## src/design/los_mclk_pkg.sv

```systemverilog
// shared constants, types and register map for the loss and master clock block
`default_nettype none
package los_mclk_pkg;
	// ==========================================================
	// clocking
	localparam longint unsigned CLK_HZ = 125_000_000; // system clock rate
	localparam longint unsigned E1_MCLK_HZ = 2_048_000; // e1 master clock
	localparam longint unsigned T1_MCLK_HZ = 1_544_000; // t1 master clock
	localparam int NCO_W = 32; // phase accumulator width
	localparam logic [NCO_W-1:0] E1_NCO_INC =
		NCO_W'((E1_MCLK_HZ << NCO_W) / CLK_HZ);
	localparam logic [NCO_W-1:0] T1_NCO_INC =
		NCO_W'((T1_MCLK_HZ << NCO_W) / CLK_HZ);
	localparam int NCH = 8; // channel count
	localparam int REF_CNT_W = 16; // reference edge counter width

	// ==========================================================
	// loss of signal thresholds
	localparam int ZC_W = 13; // zero counter width
	localparam logic [ZC_W-1:0] E1_LOS_ZEROS = 13'h0020; // 32
	localparam logic [ZC_W-1:0] E1_EXT_LOS_ZEROS = 13'h1000; // 4096
	localparam logic [ZC_W-1:0] T1_LOS_ZEROS = 13'h00AF; // 175
	localparam logic [ZC_W-1:0] E1_MAX_RUN = 13'h0010; // 16
	localparam logic [ZC_W-1:0] T1_MAX_RUN = 13'h0064; // 100
	localparam int WIN_W = 8; // window position width
	localparam logic [WIN_W-1:0] E1_WIN_LAST = 8'h1F; // 32 bit window
	localparam logic [WIN_W-1:0] T1_WIN_LAST = 8'h7F; // 128 bit window
	localparam logic [WIN_W-1:0] E1_MIN_ONES = 8'h04; // 4 ones
	localparam logic [WIN_W-1:0] T1_MIN_ONES = 8'h10; // 16 ones

	// ==========================================================
	// register map (byte addresses)
	localparam logic [11:0] CTRL_OFS = 12'h000;
	localparam logic [11:0] LOS_OFS = 12'h004;
	localparam logic [11:0] STAT_OFS = 12'h008;
	localparam logic [11:0] MASK_OFS = 12'h00C;
	localparam logic [11:0] REF_OFS = 12'h010;
	localparam logic [8:0] CTRL_RST = 9'h002; // receivers on, e1, 2048

	// control register layout, bit 8 downward
	typedef struct packed {
		logic decode_en; // bit 8: line code decoder on
		logic t1_mode; // bit 7: t1 or j1 line rate
		logic extended_loss_enable; // bit 6
		logic master_rate_select; // bit 5
		logic [2:0] ref_freq_select; // bits 4:2
		logic receiver_on_all; // bit 1
		logic host_mode; // bit 0
	} ctrl_t;

	// settings handed to each loss detector
	typedef struct packed {
		logic t1_mode;
		logic extended_loss_enable;
	} los_cfg_t;

	// loss detector states
	typedef enum logic {LOS_CLEAR, LOS_DECLARED} los_state_t;

	// reference select codes
	localparam logic [2:0] REF_DIRECT_E1 = 3'h0;
	localparam logic [2:0] REF_DIRECT_T1 = 3'h1;
endpackage
`default_nettype wire

```

## src/design/los_detector.sv

```systemverilog
// one channel of digital receive loss of signal detection
`default_nettype none
module los_detector
(
	// clock and reset
	input wire logic clk_i,
	input wire logic rst_n_i,
	// received bit stream
	input wire logic bit_en_i,
	input wire logic bit_one_i,
	input wire logic analog_loss_i,
	// configuration
	input wire logic enable_i,
	input wire los_mclk_pkg::los_cfg_t cfg_i,
	// results
	output logic loss_o,
	output logic declare_o
);
	logic [los_mclk_pkg::ZC_W-1:0] zero_r; // consecutive zeros, saturating
	logic [los_mclk_pkg::WIN_W-1:0] win_pos_r; // position in window
	logic [los_mclk_pkg::WIN_W-1:0] ones_r; // ones so far in window
	logic run_bad_r; // window saw too long a zero run
	logic win_ok_r; // last window passed density check
	los_mclk_pkg::los_state_t state_r;
	logic [los_mclk_pkg::ZC_W-1:0] thr; // declare threshold
	logic [los_mclk_pkg::ZC_W-1:0] max_run; // clear run limit
	logic [los_mclk_pkg::WIN_W-1:0] win_last; // window end
	logic [los_mclk_pkg::WIN_W-1:0] min_ones; // ones needed
	logic [los_mclk_pkg::WIN_W-1:0] ones_nxt;
	logic win_end;

	// ==========================================================
	// rate dependent figures
	always_comb
	begin
		if (cfg_i.t1_mode)
		begin
			thr = los_mclk_pkg::T1_LOS_ZEROS;
			max_run = los_mclk_pkg::T1_MAX_RUN;
			win_last = los_mclk_pkg::T1_WIN_LAST;
			min_ones = los_mclk_pkg::T1_MIN_ONES;
		end
		else
		begin
			thr = cfg_i.extended_loss_enable ?
				los_mclk_pkg::E1_EXT_LOS_ZEROS :
				los_mclk_pkg::E1_LOS_ZEROS;
			max_run = los_mclk_pkg::E1_MAX_RUN;
			win_last = los_mclk_pkg::E1_WIN_LAST;
			min_ones = los_mclk_pkg::E1_MIN_ONES;
		end
	end

	assign ones_nxt = ones_r + los_mclk_pkg::WIN_W'(bit_one_i);
	assign win_end = bit_en_i && (win_pos_r >= win_last);

	// ==========================================================
	// zero run counter, cleared by any one
	always_ff @(posedge clk_i or negedge rst_n_i)
	begin
		if (!rst_n_i)
			zero_r <= '0;
		else if (!enable_i || (bit_en_i && bit_one_i) ||
			!(analog_loss_i || loss_o))
			zero_r <= '0;
		else if (bit_en_i && zero_r != '1)
			zero_r <= zero_r + 1'b1;
	end

	// ==========================================================
	// ones density window, one bit per recovered clock
	always_ff @(posedge clk_i or negedge rst_n_i)
	begin
		if (!rst_n_i)
		begin
			win_pos_r <= '0;
			ones_r <= '0;
			run_bad_r <= 1'b0;
			win_ok_r <= 1'b0;
		end
		else if (!enable_i)
		begin
			win_pos_r <= '0;
			ones_r <= '0;
			run_bad_r <= 1'b0;
			win_ok_r <= 1'b0;
		end
		else if (win_end)
		begin
			// judge the closed window and start the next one
			win_ok_r <= (ones_nxt >= min_ones) && !run_bad_r;
			win_pos_r <= '0;
			ones_r <= '0;
			run_bad_r <= 1'b0;
		end
		else if (bit_en_i)
		begin
			win_pos_r <= win_pos_r + 1'b1;
			ones_r <= ones_nxt;
			if (!bit_one_i && zero_r >= max_run)
				run_bad_r <= 1'b1; // run passes the limit
		end
	end

	// ==========================================================
	// declare and clear decisions
	always_ff @(posedge clk_i or negedge rst_n_i)
	begin
		if (!rst_n_i)
		begin
			state_r <= los_mclk_pkg::LOS_CLEAR;
			declare_o <= 1'b0;
		end
		else
		begin
			declare_o <= 1'b0;
			case (state_r)
				los_mclk_pkg::LOS_CLEAR:
					// zeros only count once the analog side flags loss
					if (enable_i && analog_loss_i && zero_r >= thr)
					begin
						state_r <= los_mclk_pkg::LOS_DECLARED;
						declare_o <= 1'b1;
					end
				los_mclk_pkg::LOS_DECLARED:
					if (!enable_i)
						state_r <= los_mclk_pkg::LOS_CLEAR;
					else if (!analog_loss_i && win_ok_r)
						state_r <= los_mclk_pkg::LOS_CLEAR;
				default:
					state_r <= los_mclk_pkg::LOS_CLEAR;
			endcase
		end
	end

	assign loss_o = (state_r == los_mclk_pkg::LOS_DECLARED);
endmodule
`default_nettype wire

```

## src/design/mclk_synth.sv

```systemverilog
// master clock tick synthesiser with reference edge monitor
`default_nettype none
module mclk_synth
(
	// clock and reset
	input wire logic clk_i,
	input wire logic rst_n_i,
	// synchronised reference inputs
	input wire logic e1_ref_i,
	input wire logic t1_ref_i,
	// selection
	input wire logic [2:0] ref_freq_select_i,
	input wire logic master_rate_select_i,
	// results
	output logic master_tick_o,
	output logic [los_mclk_pkg::REF_CNT_W-1:0] ref_edges_o
);
	logic [los_mclk_pkg::NCO_W-1:0] phase_r; // accumulator
	logic [los_mclk_pkg::NCO_W:0] phase_sum;
	logic ref_sel; // chosen reference level
	logic ref_d_r; // delayed reference for edge detection

	// ==========================================================
	// reference choice: only direct 1544 uses the t1 input
	always_comb
	begin
		if (ref_freq_select_i == los_mclk_pkg::REF_DIRECT_T1)
			ref_sel = t1_ref_i;
		else
			ref_sel = e1_ref_i;
	end

	// output rate follows the rate bit for every code
	assign phase_sum = {1'b0, phase_r} + {1'b0, master_rate_select_i ?
		los_mclk_pkg::T1_NCO_INC : los_mclk_pkg::E1_NCO_INC};

	// ==========================================================
	// accumulator carry gives one tick per master clock period
	always_ff @(posedge clk_i or negedge rst_n_i)
	begin
		if (!rst_n_i)
		begin
			phase_r <= '0;
			master_tick_o <= 1'b0;
		end
		else
		begin
			phase_r <= phase_sum[los_mclk_pkg::NCO_W-1:0];
			master_tick_o <= phase_sum[los_mclk_pkg::NCO_W];
		end
	end

	// ==========================================================
	// count rising reference edges so software sees the source live
	always_ff @(posedge clk_i or negedge rst_n_i)
	begin
		if (!rst_n_i)
		begin
			ref_d_r <= 1'b0;
			ref_edges_o <= '0;
		end
		else
		begin
			ref_d_r <= ref_sel;
			if (ref_sel && !ref_d_r)
				ref_edges_o <= ref_edges_o + 1'b1;
		end
	end
endmodule
`default_nettype wire

```

## src/design/rx_los_and_mclk_select.sv

```systemverilog
// top: pin and register control, loss detection and interrupt for 8 channels
// ==========================================================
//
// Decided for this implementation: the APB register port and the register addresses.
`default_nettype none
module rx_los_and_mclk_select
(
	// clock and reset
	input wire logic clk_i,
	input wire logic rst_n_i,
	// apb slave
	input wire logic psel,
	input wire logic penable,
	input wire logic pwrite,
	input wire logic [11:0] paddr,
	input wire logic [31:0] pwdata,
	output logic [31:0] prdata,
	output logic pready,
	output logic pslverr,
	// hardware control pins
	input wire logic host_mode_i,
	input wire logic receiver_on_all_i,
	input wire logic [2:0] ref_freq_select_i,
	input wire logic master_rate_select_i,
	// master clock references
	input wire logic e1_ref_clock_in_i,
	input wire logic t1_ref_clock_in_i,
	// per channel recovered stream from the front end
	input wire logic [7:0] rx_clk_i,
	input wire logic [7:0] rx_pos_i,
	input wire logic [7:0] rx_neg_i,
	input wire logic [7:0] analog_loss_i,
	// per channel results
	output logic [7:0] rx_pos_or_data_out_o,
	output logic [7:0] rx_neg_or_violation_out_o,
	output logic [7:0] rx_loss_of_signal_o,
	output logic [7:0] receiver_enable_o,
	// master clock and interrupt
	output logic master_tick_o,
	output logic int_n_o
);
	// ==========================================================
	// pin synchroniser widths
	localparam int PIN_W = 6 + 4 * los_mclk_pkg::NCH;

	logic [PIN_W-1:0] pin_raw; // pins as they arrive
	logic [PIN_W-1:0] meta_r; // first stage, read only by second
	logic [PIN_W-1:0] sync_r; // second stage, safe to use
	logic [los_mclk_pkg::NCH-1:0] rxclk_d_r; // previous recovered clock
	logic [los_mclk_pkg::NCH-1:0] bit_en; // one pulse per received bit
	logic [los_mclk_pkg::NCH-1:0] s_rxclk;
	logic [los_mclk_pkg::NCH-1:0] s_pos;
	logic [los_mclk_pkg::NCH-1:0] s_neg;
	logic [los_mclk_pkg::NCH-1:0] s_aloss;
	logic s_host, s_receiver_on_all, s_rate, s_e1ref, s_t1ref;
	logic [2:0] s_refsel;

	// register state
	los_mclk_pkg::ctrl_t ctrl_r; // control register
	logic [los_mclk_pkg::NCH-1:0] stat_r; // sticky loss events
	logic [los_mclk_pkg::NCH-1:0] mask_r; // interrupt enables
	logic [los_mclk_pkg::NCH-1:0] stat_nxt;

	// effective settings after host or hardware choice
	logic rx_on; // receivers enabled
	logic [2:0] eff_refsel;
	logic eff_rate;
	los_mclk_pkg::los_cfg_t los_cfg;

	// detector outputs
	logic [los_mclk_pkg::NCH-1:0] loss;
	logic [los_mclk_pkg::NCH-1:0] declare;
	logic [los_mclk_pkg::REF_CNT_W-1:0] ref_edges;

	// bus decode
	logic acc; // access phase of a transfer
	logic wr_acc;
	logic rd_acc;
	logic hit; // address is mapped

	// ==========================================================
	// gather every asynchronous pin but the upper select bits into one synchroniser
	assign pin_raw = {host_mode_i, receiver_on_all_i, master_rate_select_i,
		e1_ref_clock_in_i, t1_ref_clock_in_i, ref_freq_select_i[0],
		rx_clk_i, rx_pos_i, rx_neg_i, analog_loss_i};

	// two flip-flops per pin before any logic looks at it
	always_ff @(posedge clk_i or negedge rst_n_i)
	begin
		if (!rst_n_i)
		begin
			meta_r <= '0;
			sync_r <= '0;
		end
		else
		begin
			meta_r <= pin_raw;
			sync_r <= meta_r;
		end
	end

	// the upper select bits ride their own pair of stages
	logic [1:0] refsel_meta_r;
	logic [1:0] refsel_sync_r;

	// second synchroniser for the remaining select bits
	always_ff @(posedge clk_i or negedge rst_n_i)
	begin
		if (!rst_n_i)
		begin
			refsel_meta_r <= '0;
			refsel_sync_r <= '0;
		end
		else
		begin
			refsel_meta_r <= ref_freq_select_i[2:1];
			refsel_sync_r <= refsel_meta_r;
		end
	end

	// unpack the synchronised pins
	assign {s_host, s_receiver_on_all, s_rate, s_e1ref, s_t1ref, s_refsel[0],
		s_rxclk, s_pos, s_neg, s_aloss} = sync_r;
	assign s_refsel[2:1] = refsel_sync_r;

	// ==========================================================
	// recovered clock rising edge marks each received bit
	always_ff @(posedge clk_i or negedge rst_n_i)
	begin
		if (!rst_n_i)
			rxclk_d_r <= '0;
		else
			rxclk_d_r <= s_rxclk;
	end

	assign bit_en = s_rxclk & ~rxclk_d_r;

	// ==========================================================
	// host mode takes selects from the register, else from the pins
	always_comb
	begin
		if (s_host)
		begin
			rx_on = ctrl_r.receiver_on_all;
			eff_refsel = ctrl_r.ref_freq_select;
			eff_rate = ctrl_r.master_rate_select;
		end
		else
		begin
			rx_on = s_receiver_on_all;
			eff_refsel = s_refsel;
			eff_rate = s_rate;
		end
	end

	// one line rate for all channels, so one shared configuration
	assign los_cfg.t1_mode = ctrl_r.t1_mode;
	assign los_cfg.extended_loss_enable = ctrl_r.extended_loss_enable;
	assign receiver_enable_o = {los_mclk_pkg::NCH{rx_on}};

	// ==========================================================
	// master clock synthesis from the system clock, plus an edge count of the selected reference
	mclk_synth u_mclk
	(
		.clk_i(clk_i),
		.rst_n_i(rst_n_i),
		.e1_ref_i(s_e1ref),
		.t1_ref_i(s_t1ref),
		.ref_freq_select_i(eff_refsel),
		.master_rate_select_i(eff_rate),
		.master_tick_o(master_tick_o),
		.ref_edges_o(ref_edges)
	);

	// ==========================================================
	// one loss detector per channel
	genvar ch;
	generate
		for (ch = 0; ch < los_mclk_pkg::NCH; ch++)
		begin : g_ch
			los_detector u_los
			(
				.clk_i(clk_i),
				.rst_n_i(rst_n_i),
				.bit_en_i(bit_en[ch]),
				.bit_one_i(s_pos[ch] | s_neg[ch]),
				.analog_loss_i(s_aloss[ch]),
				.enable_i(rx_on),
				.cfg_i(los_cfg),
				.loss_o(loss[ch]),
				.declare_o(declare[ch])
			);
		end
	endgenerate

	// loss level is shown on its own pins
	assign rx_loss_of_signal_o = loss;

	// ==========================================================
	// receive data outputs, updated once per received bit
	// the decoder here only folds rails and flags a double mark;
	// full hdb3 or b8zs substitution lives outside this block
	always_ff @(posedge clk_i or negedge rst_n_i)
	begin
		if (!rst_n_i)
		begin
			rx_pos_or_data_out_o <= '0;
			rx_neg_or_violation_out_o <= '0;
		end
		else if (!rx_on)
		begin
			// receivers off: outputs held quiet
			rx_pos_or_data_out_o <= '0;
			rx_neg_or_violation_out_o <= '0;
		end
		else
		begin
			for (int i = 0; i < los_mclk_pkg::NCH; i++)
			begin
				if (bit_en[i] && ctrl_r.decode_en)
				begin
					// single rail: data and violation
					rx_pos_or_data_out_o[i] <= s_pos[i] | s_neg[i];
					rx_neg_or_violation_out_o[i] <= s_pos[i] & s_neg[i];
				end
				else if (bit_en[i])
				begin
					// dual rail: pass both rails through
					rx_pos_or_data_out_o[i] <= s_pos[i];
					rx_neg_or_violation_out_o[i] <= s_neg[i];
				end
			end
		end
	end

	// ==========================================================
	// apb decode; every transfer completes with no wait states
	assign acc = psel && penable;
	assign wr_acc = acc && pwrite;
	assign rd_acc = acc && !pwrite;
	assign pready = 1'b1;

	always_comb
	begin
		case (paddr)
			los_mclk_pkg::CTRL_OFS: hit = 1'b1;
			los_mclk_pkg::LOS_OFS: hit = 1'b1;
			los_mclk_pkg::STAT_OFS: hit = 1'b1;
			los_mclk_pkg::MASK_OFS: hit = 1'b1;
			los_mclk_pkg::REF_OFS: hit = 1'b1;
			default: hit = 1'b0;
		endcase
	end

	// unmapped addresses answer with an error
	assign pslverr = acc && !hit;

	// read mux; bits above each register read as zero
	always_comb
	begin
		prdata = '0;
		if (rd_acc)
		begin
			case (paddr)
				los_mclk_pkg::CTRL_OFS: prdata = 32'(ctrl_r);
				los_mclk_pkg::LOS_OFS: prdata = 32'(loss);
				los_mclk_pkg::STAT_OFS: prdata = 32'(stat_r);
				los_mclk_pkg::MASK_OFS: prdata = 32'(mask_r);
				los_mclk_pkg::REF_OFS: prdata = 32'(ref_edges);
				default: prdata = '0;
			endcase
		end
	end

	// ==========================================================
	// control register
	always_ff @(posedge clk_i or negedge rst_n_i)
	begin
		if (!rst_n_i)
			ctrl_r <= los_mclk_pkg::CTRL_RST;
		else if (wr_acc && paddr == los_mclk_pkg::CTRL_OFS)
			ctrl_r <= pwdata[$bits(los_mclk_pkg::ctrl_t)-1:0];
	end

	// interrupt enable register
	always_ff @(posedge clk_i or negedge rst_n_i)
	begin
		if (!rst_n_i)
			mask_r <= '0;
		else if (wr_acc && paddr == los_mclk_pkg::MASK_OFS)
			mask_r <= pwdata[los_mclk_pkg::NCH-1:0];
	end

	// ==========================================================
	// sticky status: a read or a written one clears, a new event wins
	always_comb
	begin
		stat_nxt = stat_r;
		if (rd_acc && paddr == los_mclk_pkg::STAT_OFS)
			stat_nxt = '0;
		if (wr_acc && paddr == los_mclk_pkg::STAT_OFS)
			stat_nxt = stat_nxt & ~pwdata[los_mclk_pkg::NCH-1:0];
		stat_nxt = stat_nxt | declare;
	end

	always_ff @(posedge clk_i or negedge rst_n_i)
	begin
		if (!rst_n_i)
			stat_r <= '0;
		else
			stat_r <= stat_nxt;
	end

	// ==========================================================
	// active low interrupt, registered so it never glitches
	always_ff @(posedge clk_i or negedge rst_n_i)
	begin
		if (!rst_n_i)
			int_n_o <= 1'b1;
		else
			int_n_o <= !(|(stat_nxt & mask_r));
	end
endmodule
`default_nettype wire

```

## config.mk

```make
export PLATFORM = sky130hd
export DESIGN_NAME = rx_los_and_mclk_select
export DESIGN_NICKNAME = d
export VERILOG_FILES = /design/src/design/los_mclk_pkg.sv /design/src/design/los_detector.sv /design/src/design/mclk_synth.sv /design/src/design/rx_los_and_mclk_select.sv
export SDC_FILE = /design/constraint.sdc
export NUM_CORES = 1
export LEC_CHECK = 0
export BUFFER_PORTS_ARGS = -buffer_cell sky130_fd_sc_hd__buf_2
export CAP_MARGIN = 20
export CELL_PAD_IN_SITES_DETAIL_PLACEMENT = 1
export CELL_PAD_IN_SITES_GLOBAL_PLACEMENT = 2
export CORE_MARGIN = 1.5
export CORE_UTILIZATION = 40
export CTS_CLUSTER_DIAMETER = 120
export DETAILED_ROUTE_END_ITERATION = 16
export PLACE_DENSITY = 0.86
export SETUP_SLACK_MARGIN = 0.5
export SYNTH_ARGS = -nofsm -noshare
export SYNTH_HDL_FRONTEND = slang
export SYNTH_HIERARCHICAL = 1
export SYNTH_SLANG_ARGS = --single-unit
```

## constraint.sdc

```tcl
create_clock -name clk_i -period 5.5 [get_ports clk_i]
set_input_delay 0.55 -clock clk_i [delete_from_list [all_inputs] [get_ports clk_i]]
set_output_delay 0.55 -clock clk_i [all_outputs]
set_load 0.05 [all_outputs]
```

==> results of run 1 <==
## cell type report
class | instances | area share
multi-input combinational | 1782 | 0.450
sequential | 442 | 0.401
clock buffer | 72 | 0.0542
tap | 782 | 0.0354
timing repair buffer | 142 | 0.0300
inverter | 130 | 0.0177
clock inverter | 17 | 0.0117
antenna | 2 | 0.000181
## placed cells by master, fill, tap and decap left out, types with 20 or more instances in the layout
| cell | instances |
|---|---|
| dfrtp_1 | 439 |
| nor2_1 | 280 |
| ha_1 | 175 |
| nand2_1 | 160 |
| inv_1 | 123 |
| nand3_1 | 116 |
| buf_2 | 115 |
| a21oi_1 | 99 |
| xnor2_1 | 73 |
| xor2_1 | 73 |
| nand4_1 | 54 |
| clkbuf_16 | 53 |
| nand2b_1 | 50 |
| o21ai_1 | 50 |
| nor3_1 | 48 |
| nor2b_1 | 39 |
| o21ai_0 | 36 |
| and3_1 | 34 |
| a22o_1 | 33 |
| a211oi_1 | 33 |
| a31oi_1 | 32 |
| o211ai_1 | 28 |
| buf_4 | 21 |
| and4_1 | 20 |
## repair_timing
item                                   in CTS  in global routing
hold buffers                                1                  0
setup endpoints to repair                   0                  0
endpoints found under the hold margin       7                  0
## metal layers
| metal | track usage | up-vias |
|---|---|---|
| li1 | - | 8923 |
| met1 | 0.274 | 9632 |
| met2 | 0.348 | 264 |
| met3 | 0.0375 | 92 |
| met4 | 0.0554 | 6 |
| met5 | 0 | - |
## power by group through the flow
stage | Clock (W) | Combinational (W) | Sequential [W]
6_report | 0.00369 | 0.00116 | 0.00360
5_1_grt | 0.00390 | 0.00129 | 0.00362
4_1_cts | 0.00379 | 0.00117 | 0.00360
3_5_place_dp | 0 | 0.00115 | 0.00366
3_3_place_gp | 0 | 0.00108 | 0.00364
2_1_floorplan | 0 | 0.000828 | 0.00362
## cells by family after synthesis
group | after synthesis
compound gates | 494
buf+inv | 192
other cells | 2
fa+ha+maj | 175
xor+xnor | 148
mux | 48
flops | 442
simple gates | 900
## critical path: cells and delay by family, from the launching register on
family                   cells  cell delay (ns)
AO/OA/AOI/OAI                4             1.09
adder cells (fa/ha/maj)      1             0.40
buffers and inverters        2             0.63
flip-flops                   1             0.82
AND/OR/NAND/NOR              1             0.20
## path summary, 6_finish.rpt
check	end	slack, ns	depth (start not counted)
hold reg to reg	sync_r[0]$_DFF_PN0_	0.34	0
setup / recovery	g_ch[5].u_los/loss_o$_DFF_PN0_	2.23	8
hold / removal	meta_r[31]$_DFF_PN0_	0.06	1
min in group asynchronous	g_ch[7].u_los/win_pos_r[5]$_DFFE_PN0P_	0.54	2
max in group asynchronous	rx_neg_or_violation_out_o[2]$_DFFE_PN0P_	3.61	3
setup reg to reg	g_ch[5].u_los/loss_o$_DFF_PN0_	2.23	8
## sequential cells by signal, indices dropped and copies added (netlist names)
register and count:
g_ch.u_los/win_pos_r 64, sync_r 38, mask_r 8, rx_pos_or_data_out_o 8
g_ch.u_los/zero_r 104, u_mclk/master_tick_o 1, g_ch.u_los/loss_o 8, g_ch.u_los/declare_o 8
refsel_meta_r 2, g_ch.u_los/ones_r 64, g_ch.u_los/run_bad_r 8, g_ch.u_los/win_ok_r 8
refsel_sync_r 2, meta_r 38, stat_r 8, int_n_o 1
ctrl_r 9, u_mclk/phase_r 30, u_mclk/ref_d_r 1, rxclk_d_r 8
u_mclk/ref_edges_o 16, rx_neg_or_violation_out_o 8
## metrics by stage
| stage | hold slack, ns | util | total power (W) | cell area, um2 | std cells |
|---|---|---|---|---|---|
| after floorplan | 0.254 | - | 0.00445 | 24400 | 2416 |
| after global placement | 0.332 | 0.427 | 0.00473 | 25700 | 3268 |
| after detailed placement | 0.336 | 0.427 | 0.00481 | 25700 | 3268 |
| after CTS | 0.0158 | 0.457 | 0.00856 | 27500 | 3358 |
| after global routing | 0.0304 | 0.458 | 0.00882 | 27600 | 3368 |
| final | 0.0583 | 0.458 | 0.00846 | 27600 | 3369 |
==> results.toml, run 1 <==
[grt]
grt_start_max_net_pins = 156
grt_pass1_wl_um = 106000
grt_pass1_vias = 20200
gr-total-overflow = 0
grt.total_usage = 0.207
antenna_found_initial = 9

[hold_path]
worstHoldPathType = "primary input to register"
holdCritStartpoint = "rx_clk_i[7]"

[layout]
syn_to_final_growth_pct = 13.7
nets = 2813
drive_gt1_frac = 0.136
nFillCells = 6711
multi_input_area_um2 = 12400
regArea_um2 = 11100

[floorplanning]
io_pins = 157
die_y_um = 249
core_area_um2 = 60200
initial_core_util = 0.403
die_x_um = 249
dieArea_um2 = 62200
row_count = 90

[synthesis]
yosysSeqAreaShare = 0.455
ys_top_cells_by_count = "dfrtp_1 (440), nor2_1 (280), ha_1 (175), nand2_1 (160), inv_1 (124)"
synth_top_family_by_area = "simple AND/OR/NAND/NOR gates"
synthAdderAreaFrac = 0.0901
synth_top_area_share = 0.453
muxShareOfSynthArea = 0.0228
ys_seq_elements = 442
async_flop_share = 1.00
synth_area_leader_cell = "dfrtp_1"
synth.avg_cell_area_um2 = 10.1
yosysUniqueCellTypes = 99
syn_area_um2 = 24300
synth_compound_area_frac = 0.150
synth-edff-count = 0
synthFlopType = "dfrtp_1"
yosysMostFrequentCell = "dfrtp_1"
synth_simple_gate_area_share = 0.191
yosys-top-cells-area = "dfrtp_1 (45%), ha_1 (9.0%), nor2_1 (4.3%)"
yosysWarnings = 6
synth_xor_area_frac = 0.0540
synth_cells = 2401

[power_and_ir_drop]
seqPwrFrac = 0.426
switching_share = 0.268
clkPwrFrac = 0.437
p_int_w = 0.00619
net-switching-power_w = 0.00226
ir_drop_v = 0.000221
powerDensity_nw_per_um2 = 306
combPwrFrac = 0.137
leakage_nw = 12.0

[setup_path]
cp-startpoint = "ctrl_r[7]$_DFFE_PN0P_"
r2r_start = "ctrl_r[7]$_DFFE_PN0P_"
crit_type = "register to register"
critical_path.cell_chain = "buf_4 -> inv_1 -> ha_1 -> and4b_1 -> a311o_1 -> a2111oi_4 -> a21oi_2 -> a31o_1"
slowest_stage = "dfrtp_2"
cpPeakStageDelay_ns = 0.82
cp-start-kind = "register"
worstPathRequired_ns = 5.98
endpoint_kind = "register"
worstPathMaxFanout = 27
cp.arrival_ns = 3.74

[sta]
rsz0062_at_grt = "false"
tightestPinTransition_ns = 1.08
fmax_ghz = 0.306
setup_slack_ns = 2.23
setup-tns-final_ns = 0
min_period_over_period = 0.594
fin_skew_ns = 0.0198
period_needed_ns = 3.27
final_hold_viol_count = 0
finalSetupViolCount = 0
slew_headroom = 0.278
slew_violations = 0

[route]
wl_met3_um = 2480
drt_iter0_markers = 960
top_layer = "met5"
wl_met1_um = 29700
drc = 0
wl_met2_um = 30600
vias_per_cell = 5.62
wl_um = 64200
num_vias = 18900
ant_nets = 0
wl_per_cell_um = 19.1
drtPass1Iterations = 5

[clock_network]
cts.sinks = 442
cts-buffers-inserted = 51
post_cts_buffers = 0
cts.reportedPaths.clkPinSlew_ns = 0.06
post_cts_resized = 0
htreeDepth = 2
clockBufferDepth = 3
worstSkewPairLatency_ns = 0.60
cts_tree = "built"
cts-root-buf = "clkbuf_16"

[placement]
portBuffers = 116
dp.final_hpwl_um = 45300
place.gp.congestion = 0.822
preCtsSetupSlack_ns = 2.25

[status]
status = "finished, final reports clean"

[job]
drv_cap = 0
Note: power is estimated with default switching activity, not from simulation.
==> run 2, diff against run 1 <==
clock period = 3.2 ns   (was 5.5 ns; I/O delays follow)
==> results.toml, run 2 (synthesis results as in run 1) <==
[power_and_ir_drop]
combPwrFrac = 0.152
leakage_nw = 12.4
powerDensity_nw_per_um2 = 513
p_int_w = 0.0107
finalPower_w = 0.0148
ir_drop_v = 0.000389
switching_share = 0.277
net-switching-power_w = 0.00410
seqPwrFrac = 0.421
clkPwrFrac = 0.426

[setup_path]
cp-start-kind = "register"
cp.arrival_ns = 3.15
r2r-end = "g_ch[7].u_los/loss_o$_DFF_PN0_"
worstPathMaxFanout = 11
endpoint_kind = "register"
crit_type = "register to register"
r2r_start = "ctrl_r[7]$_DFFE_PN0P_"
r2r_slack_ns = 0.55
reg2regPathDepth = 8
worstPathRequired_ns = 3.70

[route]
wl_met3_um = 2620
wl_met2_um = 32600
top_layer = "met5"
drtPass1Iterations = 5
wl_um = 66800
wl_per_cell_um = 19.3
num_vias = 19300
drt_iter0_markers = 835
drc = 0
vias_per_cell = 5.56
ant_nets = 0
wl_met1_um = 29800

[placement]
dp.final_hpwl_um = 46900
portBuffers = 116
placedCellCount = 3282
place.gp.congestion = 0.847

[hold_path]
worstHoldPathType = "primary input to async pin"

[clock_network]
cts-buffers-inserted = 52
clockBufferDepth = 3
cts_tree = "built"
cts.reportedPaths.clkPinSlew_ns = 0.06
worstSkewPairLatency_ns = 0.61
htreeDepth = 2
cts.sinks = 442
cts-root-buf = "clkbuf_16"

[layout]
largest_reg_flops = 104
nFillCells = 6677
largest-register = "g_ch.u_los/zero_r"
final_cell_mix = "dfrtp_1 (437), nor2_1 (276), nand2_1 (160)"
drive_gt1_frac = 0.169
syn_to_final_growth_pct = 18.5
instances_no_fill = 3466
nets = 2904
utilization = 0.478
reg_top3 = "g_ch.u_los/zero_r x104, g_ch.u_los/ones_r x64, g_ch.u_los/win_pos_r x64"
layout_commonest_cell = "dfrtp_1"

[floorplanning]
die_x_um = 249
core_area_um2 = 60200
dieArea_um2 = 62200
row_count = 90
initial_core_util = 0.403
die_y_um = 249
io_pins = 157

[sta]
setup-tns-final_ns = 0
finalSetupViolCount = 0
fin_skew_ns = 0.0153
fmax_ghz = 0.378
slew_violations = 0
final_hold_viol_count = 0
min_period_over_period = 0.827
rsz0062_at_grt = "true"
slew_headroom = 0.260
tightestPinTransition_ns = 1.11
period_needed_ns = 2.65

[grt]
gr-total-overflow = 0
grt.total_usage = 0.214
antenna_found_initial = 8
grt_pass1_wl_um = 109000
grt_start_max_net_pins = 124
grt_pass1_vias = 20900

[status]
status = "finished, final reports clean"

[job]
drv_cap = 0
## run 2: how the worst max path moves through the flow
stage / end / from / cells past startpoint / slack (ns)
2_1_floorplan: g_ch[2].u_los/win_ok_r$_DFFE_PN0N_ / sync_r[37]$_DFF_PN0_ / 7 / 0.44
3_3_place_gp: u_mclk/phase_r[22]$_DFF_PN0_ / sync_r[37]$_DFF_PN0_ / 9 / 0.22
3_5_place_dp: u_mclk/phase_r[22]$_DFF_PN0_ / sync_r[37]$_DFF_PN0_ / 9 / 0.10
4_1_cts: u_mclk/master_tick_o$_DFF_PN0_ / sync_r[37]$_DFF_PN0_ / 9 / 0.50
5_1_grt: g_ch[7].u_los/loss_o$_DFF_PN0_ / ctrl_r[7]$_DFFE_PN0P_ / 8 / 0.45
6_report: g_ch[7].u_los/loss_o$_DFF_PN0_ / ctrl_r[7]$_DFFE_PN0P_ / 8 / 0.55
## run 2: timing repair
item                                   4_1_cts  5_1_grt
setup endpoints to repair                   25       36
hold buffers                                50        0
cloned                                       1        2
pin swaps                                    2        0
buffers inserted                             5       20
resized for setup                           21       39
endpoints found under the hold margin      445        0
## run 2: power by group through the flow
stage               Combinational, W  Clock, W  Sequential (W)
global route                 0.00248   0.00667         0.00626
global placement             0.00189         0         0.00627
CTS                          0.00219   0.00648         0.00621
floorplan                    0.00143         0         0.00623
finish                       0.00225   0.00629         0.00622
detailed placement           0.00199         0         0.00629
## run 2: layer usage
layer / GRT usage / vias up
met1: 0.276 / 9809
met4: 0.0700 / 8
met3: 0.0340 / 91
met2: 0.367 / 256
li1: - / 9119
met5: 0 / -
## run 2: critical path, stage by stage (launching register included)
cell	delay, ns
dfrtp_2	0.40
buf_12	0.18
clkinvlp_4	0.23
ha_1	0.38
and4b_1	0.20
a311o_1	0.40
a2111oi_4	0.40
a21oi_2	0.14
a31o_1	0.19
## run 2: area by class of cell
cell class / count / area, um2 / area share
Clock buffer: 68 / 1470 / 0.0512
Timing Repair inverter: 2 / 12.5 / 0.000435
Multi-Input combinational cell: 1782 / 12700 / 0.441
Antenna cell: 2 / 5.00 / 0.000174
Tap cell: 782 / 978 / 0.0340
Timing Repair Buffer: 230 / 1680 / 0.0583
Sequential cell: 442 / 11100 / 0.384
Clock inverter: 28 / 352 / 0.0122
Inverter: 130 / 514 / 0.0179
## run 2: stage by stage
step / instance area, um2 / worst slack (ns) / hold WS [ns]
2_1_floorplan: 24400 / 0.441 / 0.0244
5_1_grt: 28800 / 0.446 / 0.139
3_3_place_gp: 25900 / 0.222 / 0.163
4_1_cts: 28400 / 0.499 / 0.102
6_report: 28800 / 0.554 / 0.135
3_5_place_dp: 25900 / 0.103 / 0.161
